--- src/rtl/lui_pkg.sv ---
// Package: register map, field positions, reset values and timing for the line unit control block
package lui_pkg;
  localparam logic [4:0] ADDR_TERM_CTRL = 5'h03;
  localparam logic [4:0] ADDR_IRQ_MASK  = 5'h04;
  localparam logic [4:0] ADDR_ALARM     = 5'h05;
  localparam logic [7:0] RESET_BYTE     = 8'h00;

  // Termination and transmit control fields
  localparam int RX_RES_HI_BIT   = 4;
  localparam int RX_RES_LO_BIT   = 3;
  localparam int VIOL_INSERT_BIT = 2;
  localparam int TX_RATIO_BIT    = 0;
  localparam logic [7:0] TERM_CTRL_WMASK = 8'h1F;

  // Enable and status bit positions
  localparam int GLOBAL_IRQ_BIT   = 7;
  localparam int DRIVER_FAIL_BIT  = 6;
  localparam int FIFO_LIMIT_BIT   = 5;
  localparam int CODE_VIOL_BIT    = 4;
  localparam int LOOP_CODE_BIT    = 3;
  localparam int ALL_ONES_BIT     = 2;
  localparam int SIGNAL_LOSS_BIT  = 1;
  localparam int PATTERN_SYNC_BIT = 0;
  localparam int NUM_SOURCES      = 7;

  // Receive resistor select encodings
  localparam logic [1:0] RX_RES_NONE   = 2'h0;
  localparam logic [1:0] RX_RES_60R    = 2'h1;
  localparam logic [1:0] RX_RES_52R5   = 2'h2;
  localparam logic [1:0] RX_RES_37R5   = 2'h3;

  // Loop-code qualification time
  localparam longint CLOCK_HZ          = 50000000;
  localparam longint LOOP_HOLD_SECONDS = 5;
  localparam longint LOOP_HOLD_CYCLES  = LOOP_HOLD_SECONDS * CLOCK_HZ;
  localparam int     LOOP_CNT_W        = 28;
endpackage : lui_pkg

--- src/rtl/lui_src_if.sv ---
// Interface: one interrupt source between the top and its change detector
`timescale 1ns/100ps
interface lui_src_if;
  logic status;
  logic enable;
  logic clear;
  logic pending;
  modport top (output status, output enable, output clear, input pending);
  modport det (input status, input enable, input clear, output pending);
endinterface : lui_src_if

--- src/rtl/lui_change_det.sv ---
// Per-source change detector with sticky pending flag
`timescale 1ns/100ps
module lui_change_det (
  input  wire logic i_clock,     // System clock
  input  wire logic i_reset,     // Sync reset, active high
  lui_src_if.det    src          // Source status, enable, clear, pending
);
  logic prev_q;
  logic pend_q;
  wire  changed = src.status ^ prev_q;
  wire  set_ev  = changed & src.enable;

  always_ff @(posedge i_clock) begin
    if (i_reset) begin
      prev_q <= 1'b0;
      pend_q <= 1'b0;
    end else begin
      prev_q <= src.status;
      // Set wins over a read clear in the same cycle
      pend_q <= set_ev | (pend_q & ~src.clear);
    end
  end

  assign src.pending = pend_q;
endmodule : lui_change_det

--- src/rtl/lui_ctrl.sv ---
// Top: termination/transmit control, interrupt enables, alarm status and interrupt output
`timescale 1ns/100ps
module lui_ctrl #(
  parameter longint LOOP_HOLD = lui_pkg::LOOP_HOLD_CYCLES
) (
  input  wire logic       i_clock,             // System clock, 50 MHz
  input  wire logic       i_reset,             // Sync reset, active high
  input  wire logic       i_wr_en,             // Host register write strobe
  input  wire logic       i_rd_en,             // Host register read strobe
  input  wire logic [4:0] i_addr,              // Host register address
  input  wire logic [7:0] i_wr_data,           // Host write data
  output logic      [7:0] o_rd_data,           // Host read data, registered
  input  wire logic       i_tx_line_clock,     // Transmit line clock, sampled as a level
  input  wire logic       i_internal_term,     // High: internal termination mode
  input  wire logic       i_driver_fail,       // Live driver monitor condition
  input  wire logic       i_fifo_near_limit,   // Jitter FIFO pointers within 3 bits
  input  wire logic       i_code_violation,    // Line code violation or excess zeros
  input  wire logic       i_loop_code_seen,    // Loop-up or loop-down code present now
  input  wire logic       i_all_ones,          // All-ones signal detected
  input  wire logic       i_signal_loss,       // Receive signal lost
  input  wire logic       i_pattern_sync,      // Synchronized to QRSS pattern
  output logic      [1:0] o_rx_resistor_sel,   // External receive resistor code
  output logic            o_tx_ratio_2_45,     // High: 1:2.45 ratio, low: 1:2
  output logic            o_violation_pulse,   // One-cycle bipolar violation request
  output logic            o_irq                // Interrupt output, active high
);
  logic [7:0] term_ctrl_q;
  logic [7:0] irq_mask_q;
  logic [7:0] rd_data_q;
  logic       viol_arm_q;
  logic       tx_line_clock_q;
  logic       viol_pulse_q;
  logic [lui_pkg::LOOP_CNT_W-1:0] loop_cnt_q;
  logic       loop_status_q;
  logic [1:0] rx_sel_q;
  logic       ratio_q;

  wire wr_term  = i_wr_en & (i_addr == lui_pkg::ADDR_TERM_CTRL);
  wire wr_mask  = i_wr_en & (i_addr == lui_pkg::ADDR_IRQ_MASK);
  wire rd_alarm = i_rd_en & (i_addr == lui_pkg::ADDR_ALARM);

  wire viol_bit  = term_ctrl_q[lui_pkg::VIOL_INSERT_BIT];
  wire tx_line_clock_rise = i_tx_line_clock & ~tx_line_clock_q;

  // Loop-code qualification over the hold time
  wire [lui_pkg::LOOP_CNT_W-1:0] loop_hold_w = lui_pkg::LOOP_CNT_W'(LOOP_HOLD);
  wire loop_qualified = (loop_cnt_q >= loop_hold_w);

  // Live status byte, reserved D7 zero
  wire [7:0] alarm_status = {1'b0,
                             i_driver_fail,
                             i_fifo_near_limit,
                             i_code_violation,
                             loop_status_q,
                             i_all_ones,
                             i_signal_loss,
                             i_pattern_sync};

  wire [7:0] rd_mux = (i_addr == lui_pkg::ADDR_TERM_CTRL) ? term_ctrl_q :
                      (i_addr == lui_pkg::ADDR_IRQ_MASK)  ? irq_mask_q  :
                      (i_addr == lui_pkg::ADDR_ALARM)     ? alarm_status : 8'h00;

  // Per-source change detectors
  logic [lui_pkg::NUM_SOURCES-1:0] pending;
  genvar g;
  generate
    for (g = 0; g < lui_pkg::NUM_SOURCES; g++) begin : g_src
      lui_src_if src_if ();
      assign src_if.status = alarm_status[g];
      assign src_if.enable = irq_mask_q[g];
      assign src_if.clear  = rd_alarm;
      assign pending[g]    = src_if.pending;
      lui_change_det u_det (
        .i_clock (i_clock),
        .i_reset (i_reset),
        .src     (src_if)
      );
    end
  endgenerate

  // Register writes
  always_ff @(posedge i_clock) begin
    if (i_reset) begin
      term_ctrl_q <= lui_pkg::RESET_BYTE;
      irq_mask_q  <= lui_pkg::RESET_BYTE;
    end else begin
      if (wr_term)
        term_ctrl_q <= i_wr_data & lui_pkg::TERM_CTRL_WMASK;
      if (wr_mask)
        irq_mask_q <= i_wr_data;
    end
  end

  // Read data
  always_ff @(posedge i_clock) begin
    if (i_reset)
      rd_data_q <= lui_pkg::RESET_BYTE;
    else if (i_rd_en)
      rd_data_q <= rd_mux;
  end

  // Violation insert: armed by a 0-to-1 bit change, fired on a line clock rising edge.
  // A held 1 never re-arms, so the host must write 0 first.
  always_ff @(posedge i_clock) begin
    if (i_reset) begin
      tx_line_clock_q       <= 1'b0;
      viol_arm_q   <= 1'b0;
      viol_pulse_q <= 1'b0;
    end else begin
      tx_line_clock_q <= i_tx_line_clock;
      if (wr_term & i_wr_data[lui_pkg::VIOL_INSERT_BIT] & ~viol_bit)
        viol_arm_q <= 1'b1;
      else if (tx_line_clock_rise)
        viol_arm_q <= 1'b0;
      viol_pulse_q <= tx_line_clock_rise & viol_arm_q;
    end
  end

  // Loop-code timer; clears as soon as the code stops
  always_ff @(posedge i_clock) begin
    if (i_reset) begin
      loop_cnt_q    <= '0;
      loop_status_q <= 1'b0;
    end else if (!i_loop_code_seen) begin
      loop_cnt_q    <= '0;
      loop_status_q <= 1'b0;
    end else begin
      if (!loop_qualified)
        loop_cnt_q <= loop_cnt_q + 1'b1;
      loop_status_q <= loop_qualified;
    end
  end

  // Configuration outputs from flip-flops
  always_ff @(posedge i_clock) begin
    if (i_reset) begin
      rx_sel_q <= lui_pkg::RX_RES_NONE;
      ratio_q  <= 1'b0;
    end else begin
      rx_sel_q <= {term_ctrl_q[lui_pkg::RX_RES_HI_BIT], term_ctrl_q[lui_pkg::RX_RES_LO_BIT]};
      // Internal termination forces 1:2; external follows the bit, 0 = 1:2.45
      ratio_q  <= ~i_internal_term & ~term_ctrl_q[lui_pkg::TX_RATIO_BIT];
    end
  end

  assign o_rd_data         = rd_data_q;
  assign o_rx_resistor_sel = rx_sel_q;
  assign o_tx_ratio_2_45   = ratio_q;
  assign o_violation_pulse = viol_pulse_q;
  assign o_irq = irq_mask_q[lui_pkg::GLOBAL_IRQ_BIT] & (|pending);
endmodule : lui_ctrl

--- config.mk ---
export PLATFORM = sky130hd
export DESIGN_NAME = lui_ctrl
export DESIGN_NICKNAME = d
export VERILOG_FILES = /design/src/rtl/lui_pkg.sv /design/src/rtl/lui_src_if.sv /design/src/rtl/lui_change_det.sv /design/src/rtl/lui_ctrl.sv
export SDC_FILE = /design/constraint.sdc
export NUM_CORES = 1
export LEC_CHECK = 0
export BUFFER_PORTS_ARGS = -buffer_cell sky130_fd_sc_hd__buf_2
export CORE_MARGIN = 4
export CORE_UTILIZATION = 57
export CTS_CLUSTER_DIAMETER = 60
export CTS_CLUSTER_SIZE = 20
export DETAILED_ROUTE_END_ITERATION = 7
export PLACE_DENSITY = 0.79
export SKIP_LAST_GASP = 1
export SYNTH_ARGS = -nofsm -noshare
export SYNTH_HDL_FRONTEND = slang
export SYNTH_SLANG_ARGS = --single-unit
export TNS_END_PERCENT = 100
--- constraint.sdc ---
create_clock -name i_clock -period 2.05 [get_ports i_clock]
set_clock_uncertainty 0.15 [all_clocks]
set_input_delay 0 -clock i_clock [delete_from_list [all_inputs] [get_ports i_clock]]
set_output_delay 0 -clock i_clock [all_outputs]
set_load 0.01 [all_outputs]
==> results of run 1 <==
## registers in the layout, indices dropped and copies added, names as in the netlist
signal                   count
term_ctrl_q                  5
loop_cnt_q                  28
o_rd_data                    8
tx_line_clock_q              1
viol_arm_q                   1
g_src.src_if.status          1
o_rx_resistor_sel            2
o_violation_pulse            1
o_tx_ratio_2_45              1
g_src.u_det.src.pending      7
irq_mask_q                   8
g_src.u_det.prev_q           7
## area by class of cell
cell class | count | area [um^2]
sequential | 70 | 1400
clock inverter | 6 | 71.3
fill | 381 | 1240
timing repair buffer | 83 | 624
tap | 70 | 87.6
inverter | 9 | 33.8
multi-input combinational | 249 | 1520
clock buffer | 10 | 128
## metrics by stage
step / TNS (ns) / util [%]
floorplan: 0 / -
global placement: 0 / 65.4
detailed placement: -0.0184 / 65.4
CTS: 0 / 74.3
global route: -0.198 / 75.6
finish: -0.00557 / 75.6
## placed cells by master (no fill, tap or decap), types with 6 or more instances in the layout
cell type | synthesis | routed
nor2b_1 | 10 | 10
a211oi_1 | 9 | 7
o31ai_1 | 16 | 16
a22oi_1 | 9 | 9
buf_2 | 3 | 38
clkbuf_8 | 0 | 9
dfxtp_1 | 70 | 69
or4_1 | 15 | 15
inv_1 | 9 | 9
xor2_1 | 7 | 7
nand4_1 | 9 | 9
o21ai_0 | 10 | 8
nand3_1 | 24 | 24
dlygate4sd3_1 | 0 | 25
nand2_1 | 33 | 33
a21oi_1 | 38 | 36
nor2_1 | 25 | 25
buf_4 | 1 | 17
nor3_1 | 6 | 6
## report_power, final
| group | internal, mW | leakage [nW] | switching [mW] |
|---|---|---|---|
| Sequential | 1.38 | 0.568 | 0.0110 |
| Combinational | 0.0747 | 0.687 | 0.0813 |
| Clock | 0.570 | 0.0931 | 0.555 |
## worst paths after layout
kind                  startpoint             end  slack [ns]  cells past startpoint
setup / recovery  loop_cnt_q[13]  loop_cnt_q[23]      -0.006                      5
hold / removal         i_addr[1]   irq_mask_q[4]        0.03                      5
setup reg to reg  loop_cnt_q[13]  loop_cnt_q[23]      -0.006                      5
hold reg to reg   loop_cnt_q[27]  loop_cnt_q[27]        0.30                      2
## what timing repair did
| action | 4_1_cts | 5_1_grt |
|---|---|---|
| hold buffers | 25 | 0 |
| pin swaps | 0 | 2 |
| resized for setup | 1 | 10 |
| cloned | 0 | 1 |
| setup endpoints to repair | 1 | 17 |
| setup buffers | 0 | 1 |
| endpoints found under the hold margin | 38 | 0 |
## cell families after synthesis
family | Yosys count | share of synthesized area (%)
AO/OA/AOI/OAI | 92 | 19.4
multiplexers | 2 | 0.663
buffers and inverters | 32 | 4.73
XOR/XNOR | 8 | 2.32
adder cells (fa/ha/maj) | 2 | 0.829
AND/OR/NAND/NOR | 145 | 25.6
flip-flops | 70 | 46.4
## worst max-delay path, delay by kind of cell (launching register included)
kind / cells / cell delay [ns]
simple gates: 4 / 1.20
flops: 1 / 0.43
compound gates: 1 / 0.19
## metal layers
metal | up-vias | routed length, um | global-route usage, %
met2 | 148 | 3630 | 40.2
met5 | - | 0 | 0
met4 | 0 | 267 | 14.2
li1 | 1443 | - | -
met3 | 30 | 605 | 4.10
met1 | 1414 | 3430 | 33.1
==> impl_metrics.ini, run 1 <==
[cells_and_area]
drive_gt1_share_pct = 19.9
diodes = 0
nNetsFinal = 450
design_area_um2 = 3860
instances_no_fill = 497
syn_to_final_growth_pct = 28.0

[die]
die_w_um = 80.8
pin_count = 39
core_um2 = 5110
num_rows = 26
fp.dieH_um = 80.8
die_area_um2 = 6520
start_util_pct = 59.1

[sta]
final_max_slew_viol_count = 0
hold_viol = 0
fmax_mhz = 486
layout_setup_ws_ns = -0.00557
rsz0062_at_grt = true
whs_ns = 0.0311
min_period_ns = 2.06
max_slew.worst_pin.slew_ns = 0.533
relSlewSlack_pct = 64.1
setup_violations = 1
fin_crit_sh_pct = 100

[route]
drt_pass1_iterations = 5
drt-total-wl_um = 7930
num_vias = 3035
drt-initial-drc-count = 383
via_per_inst = 6.11
antenna_left = 0
routedWlPerCell_um = 16.0
drc_errors = 0

[hold_path]
hp-class = primary input to register

[global_routing]
grt_pass1_vias = 2820
antenna_found_initial = 0
grt_pass1_wl_um = 12800
grt_max_degree = 42
overflow = 0
grtUsageTotal_pct = 25.4

[logic_synthesis]
yosys-top-cells-count = 70 x dfxtp_1, 38 x a21oi_1, 33 x nand2_1
synth-seq-cells = 70
synth_edf_count = 0
synth_top_area_share_pct = 46.4
syn_avg_cell_area_um2 = 8.60
netlist-cell-type-count = 40
yosysWarnings = 0
synthArstFlopShare_pct = 0
ys_seq_area_share_pct = 46.4
synth_top_area_cell = dfxtp_1
synth_top_flop_cell = dfxtp_1
synth.net_count = 379
synthCells = 351
synth_area_um2 = 3020
synth_area_leaders = dfxtp_1 46%, a21oi_1 6.3%, nand2_1 4.1%
synth.most_common_cell = dfxtp_1

[critical_path]
cp-end-kind = register
slowest_stage = dfxtp_1
path_class = register to register
arrival_ns = 2.18
crit_fanout = 6
worst_ep_required_time_ns = 2.17
critPathLaunchType = register
crit_path_cell_trace = nand4_1, nor3_1, nand2_1, or4_1, a21oi_1
max_stage_delay_ns = 0.43

[placed_design]
hpwl_um = 4700
gp_congestion = 0.861
post-place-cells = 454
place_area_um2 = 3340
dp_worst_setup_slack_ns = -0.0184
portBuffers = 38

[clocking]
clkLatencyLatePin_ns = 0.36
cts_sinks = 70
cts_buffers = 9
clk_pin_slew_ns = 0.08
cts_tree = yes
clock_path_buffers = 2
cts-root-buf = clkbuf_8
cts.htree.levels = 3

[outcome]
violations = negative setup slack
status = complete, but fails checks

[power]
vdd_drop_max_mv = 0.612
power_density_nw_per_um2 = 691
p_total_mw = 2.67
leakage_nw = 1.35

[flow_run]
cap_viol_max_count = 0
(Power assumes the default switching activity.)
==> run 2, diff against run 1 <==
Settings changed: CORE_UTILIZATION 57 to 61, PLACE_DENSITY 0.79 to 0.84.
Clock period 2.05 ns to 2.4 ns, I/O delays scaled along.
==> impl_metrics.ini, run 2 (synthesis results as in run 1) <==
[outcome]
status = finished, final reports clean

[sta]
setup_violations = 0
fin_crit_sh_pct = 85.0
hold_viol = 0
final.setup.tns_ns = 0
fmax_mhz = 490
relSlewSlack_pct = 66.0
min_period_ns = 2.04
rsz0062_at_grt = false
final_max_slew_viol_count = 0
max_slew.worst_pin.slew_ns = 0.509

[die]
start_util_pct = 63.5
num_rows = 25
die_area_um2 = 6140
fp.dieH_um = 78.3
die_w_um = 78.3
pin_count = 39
core_um2 = 4750

[critical_path]
cp-end-kind = register
crit_path_cell_trace = nor3_1, nand3_1, o211a_1, buf_4, or4_1, a21oi_1
critPathLaunchType = register
crit_fanout = 20
r2r-end = loop_cnt_q[10]
rr_startpoint = loop_cnt_q[19]
worst_ep_required_time_ns = 2.51
critPathLaunch = loop_cnt_q[19]
max_stage_delay_ns = 0.52
reg2regPathDepth = 6
r2r_setup_slack_ns = 0.36
cp-endpoint = loop_cnt_q[10]
arrival_ns = 2.15
slowest_stage = or4_1
path_class = register to register

[clocking]
cts.htree.levels = 3
clock_path_buffers = 2
cts_tree = yes
post_cts_buffers = 0
cts_sinks = 70
cts-root-buf = clkbuf_8
clk_pin_slew_ns = 0.07
cts_buffers = 9
clkLatencyLatePin_ns = 0.33

[global_routing]
antenna_found_initial = 0
grt_max_degree = 42
overflow = 0
grt_pass1_wl_um = 12200
grtUsageTotal_pct = 24.9
grt_pass1_vias = 2600

[cells_and_area]
fillCellCount = 331
layout_common_cells = 70 x dfxtp_1, 38 x a21oi_1, 38 x buf_2
diodes = 0
drive_gt1_share_pct = 15.3
regMostFlops = loop_cnt_q
syn_to_final_growth_pct = 21.8
nNetsFinal = 440
multiInputGateArea_um2 = 1480
finish.utilization_pct = 77.3
largest_reg_flops = 28
final_common_cell = dfxtp_1
design_area_um2 = 3670
regArea_um2 = 1400

[route]
num_vias = 2870
route.met3.wl_um = 467
drt-initial-drc-count = 283
via_per_inst = 5.93
dr.max_layer_used = met4
drt_pass1_iterations = 6
drc_errors = 0
drt-total-wl_um = 7070
antenna_left = 0
dr_wl_met2_um = 3160
routedWlPerCell_um = 14.6
m1WireLength_um = 3250

[hold_path]
whs_path_depth = 5
hp-class = primary input to register

[placed_design]
hpwl_um = 4410
gp_congestion = 0.883
portBuffers = 38
place_area_um2 = 3260

[power]
vdd_drop_max_mv = 0.603
leakage_nw = 1.26
power_density_nw_per_um2 = 573

[flow_run]
cap_viol_max_count = 0
run 2: cell types whose count changed in the layout (fill, tap and decap cells not counted), sizes merged:
cell / previous run / this run
buf: 57 / 48
bufinv: 1 / 0
clkbuf: 11 / 13
clkinvlp: 2 / 1
inv: 10 / 9
run 2: per-stage QoR:
step / power (mW) / instances / hold WS, ns / setup slack, ns
after global placement: 1.31 / 443 / 0.0161 / 0.465
after detailed placement: 1.32 / 443 / 0.0231 / 0.384
final: 2.11 / 484 / 0.0469 / 0.360
after floorplan: 1.27 / 351 / -0.0757 / 0.563
after global routing: 2.19 / 484 / 0.0466 / 0.150
after CTS: 2.11 / 484 / 0.0296 / 0.370
run 2: per-layer routing:
layer	vias up	global-route usage, %
met5	-	0
met4	0	11.0
met3	24	4.70
met2	129	38.3
met1	1303	34.2
li1	1414	-
run 2: final cells by class:
class | instances | share of cell area, %
clock buffer | 13 | 3.78
clock inverter | 3 | 0.579
inverter | 9 | 0.919
multi-input combinational | 249 | 40.3
sequential | 70 | 38.1
tap | 67 | 2.28
timing repair buffer | 73 | 14.0
run 2: report_power, final:
part           internal [mW]  switching [mW]  total (mW)
Sequential              1.18         0.00890        1.19
Combinational         0.0634          0.0683       0.132
Clock                  0.377           0.409       0.786
Total                   1.62           0.487        2.11
run 2: critical path, delay by kind of cell, from the launching register on:
kind	cells	cell delay [ns]
simple gates	3	0.83
flops	1	0.36
compound gates	2	0.43
buf+inv	1	0.20
run 2: repair_timing:
action	4_1_cts	5_1_grt
resized for setup	0	0
hold endpoints to repair	39	0
hold buffers	25	0
run 2: how the worst min path moves through the flow:
stage | from | end
after floorplan | i_reset | tx_line_clock_q
after global placement | i_internal_term | o_tx_ratio_2_45
after detailed placement | i_internal_term | o_tx_ratio_2_45
after CTS | i_addr[0] | irq_mask_q[2]
after global routing | i_addr[1] | irq_mask_q[2]
final | i_addr[0] | irq_mask_q[2]
==> run 3, diff against run 2 <==
Settings changed: CORE_UTILIZATION 61 to 57, PLACE_DENSITY 0.84 to 0.79.
Clock period 2.4 ns to 2 ns, I/O delays scaled along.
==> impl_metrics.ini, run 3 (synthesis results as in run 1) <==
[route]
num_vias = 3009
via_per_inst = 6.04
routedWlPerCell_um = 16.1
drt_pass1_iterations = 6
drc_errors = 0
drt-initial-drc-count = 310
drt-total-wl_um = 8010
antenna_left = 0

[die]
die_w_um = 80.8
core_um2 = 5110
fp.dieH_um = 80.8
start_util_pct = 59.1
num_rows = 26
die_area_um2 = 6520
pin_count = 39

[global_routing]
met3_usage_pct = 3.88
gr-usage-met2_pct = 40.5
grt_max_degree = 42
use_met1_pct = 34.6
grtUsageTotal_pct = 25.6
grt_pass1_wl_um = 12900
antenna_found_initial = 0
top_usage_layer = met2
overflow = 0
grt_pass1_vias = 2796

[critical_path]
path_class = register to register
crit_fanout = 33
slowest_stage = or4_1
cp-end-kind = register
arrival_ns = 2.14
worst_ep_required_time_ns = 2.13
crit_path_cell_trace = nand4_1, nand3_2, o211a_4, buf_12, or4_1, a21oi_2
max_stage_delay_ns = 0.53
critPathLaunchType = register

[clocking]
cts-root-buf = clkbuf_8
clock_path_buffers = 2
clk_pin_slew_ns = 0.07
cts_buffers = 9
cts_sinks = 70
cts_tree = yes
clkLatencyLatePin_ns = 0.35
cts.htree.levels = 3

[sta]
whs_ns = 0.0341
max_slew.worst_pin.slew_ns = 0.485
setup_violations = 1
hold_viol = 0
final_max_slew_viol_count = 0
fmax_mhz = 497
rsz0062_at_grt = true
relSlewSlack_pct = 67.6
final.setup.tns_ns = -0.0118
fin_crit_sh_pct = 101
layout_setup_ws_ns = -0.0118
min_period_ns = 2.01

[outcome]
status = complete, but fails checks
violations = negative setup slack

[placed_design]
hpwl_um = 4890
dp_worst_setup_slack_ns = -0.0218
portBuffers = 38
gp_congestion = 0.871

[cells_and_area]
regMostFlops = loop_cnt_q
largest_reg_flops = 28
fillCellCount = 346
layout_common_cells = 67 x dfxtp_1, 38 x buf_2, 33 x nand2_1
finish.utilization_pct = 77.1
diodes = 0
syn_to_final_growth_pct = 30.5
final_common_cell = dfxtp_1
nNetsFinal = 453
drive_gt1_share_pct = 23.6

[power]
leakage_nw = 1.39
vdd_drop_max_mv = 0.568
power_density_nw_per_um2 = 716

[flow_run]
cap_viol_max_count = 0

[hold_path]
hp-class = primary input to register
run 3: changes by cell type in the layout (fill, tap and decap cells not counted), sizes merged:
cell    delta
buf       +13
clkbuf     -3
bufinv     +2
clkinv     -1
run 3: final timing paths:
check	startpoint	endpoint	slack [ns]	cells past startpoint
worst max-delay path	loop_cnt_q[20]	loop_cnt_q[23]	-0.01	6
worst min-delay path	i_addr[0]	irq_mask_q[2]	0.03	5
worst max register to register	loop_cnt_q[20]	loop_cnt_q[23]	-0.01	6
worst min register to register	loop_cnt_q[27]	loop_cnt_q[27]	0.30	2
run 3: power breakdown:
| part | switching, mW | total [mW] | internal (mW) | leakage [nW] |
|---|---|---|---|---|
| clock | 0.513 | 1.23 | 0.720 | 0.104 |
| combinational | 0.0853 | 0.164 | 0.0786 | 0.713 |
| sequential | 0.0101 | 1.42 | 1.41 | 0.569 |
| total | 0.609 | 2.82 | 2.21 | 1.39 |
run 3: stage by stage:
| step | cell area [um^2] | std cells | total power, mW |
|---|---|---|---|
| after floorplan | 3020 | 351 | 1.52 |
| after global placement | 3380 | 458 | 1.58 |
| after detailed placement | 3380 | 458 | 1.58 |
| after CTS | 3860 | 497 | 2.82 |
| after global routing | 3940 | 498 | 2.90 |
| final | 3940 | 498 | 2.82 |
run 3: repair_timing:
| item | 4_1_cts | 5_1_grt |
|---|---|---|
| setup endpoints to repair | 4 | 18 |
| hold endpoints to repair | 39 | 0 |
| pin swaps | 1 | 6 |
| hold buffers | 25 | 0 |
| setup buffers | 0 | 1 |
| gates resized for setup | 5 | 19 |
run 3: worst max-delay path, delay by kind of cell (launching register included):
| kind | cells | cell delay [ns] |
|---|---|---|
| DFF | 1 | 0.38 |
| AOI/OAI and AO/OA | 2 | 0.43 |
| buffers and inverters | 1 | 0.17 |
| and+or+nand+nor | 3 | 0.82 |
run 3: area by class of cell:
class                           count  area, um^2  area share (%)
Sequential cell                    70        1410            35.7
Timing Repair Buffer               86         638            16.2
Inverter                            9        33.8           0.858
Clock buffer                       10         138            3.49
Multi-Input combinational cell    249        1560            39.7
Tap cell                           70        87.6            2.22
Clock inverter                      4        72.6            1.84
run 3: metal layers:
| metal | wire length [um] | vias to the layer above |
|---|---|---|
| li1 | - | 1442 |
| met1 | 3370 | 1418 |
| met2 | 3820 | 130 |
| met3 | 622 | 19 |
| met4 | 184 | 0 |
| met5 | 0 | - |
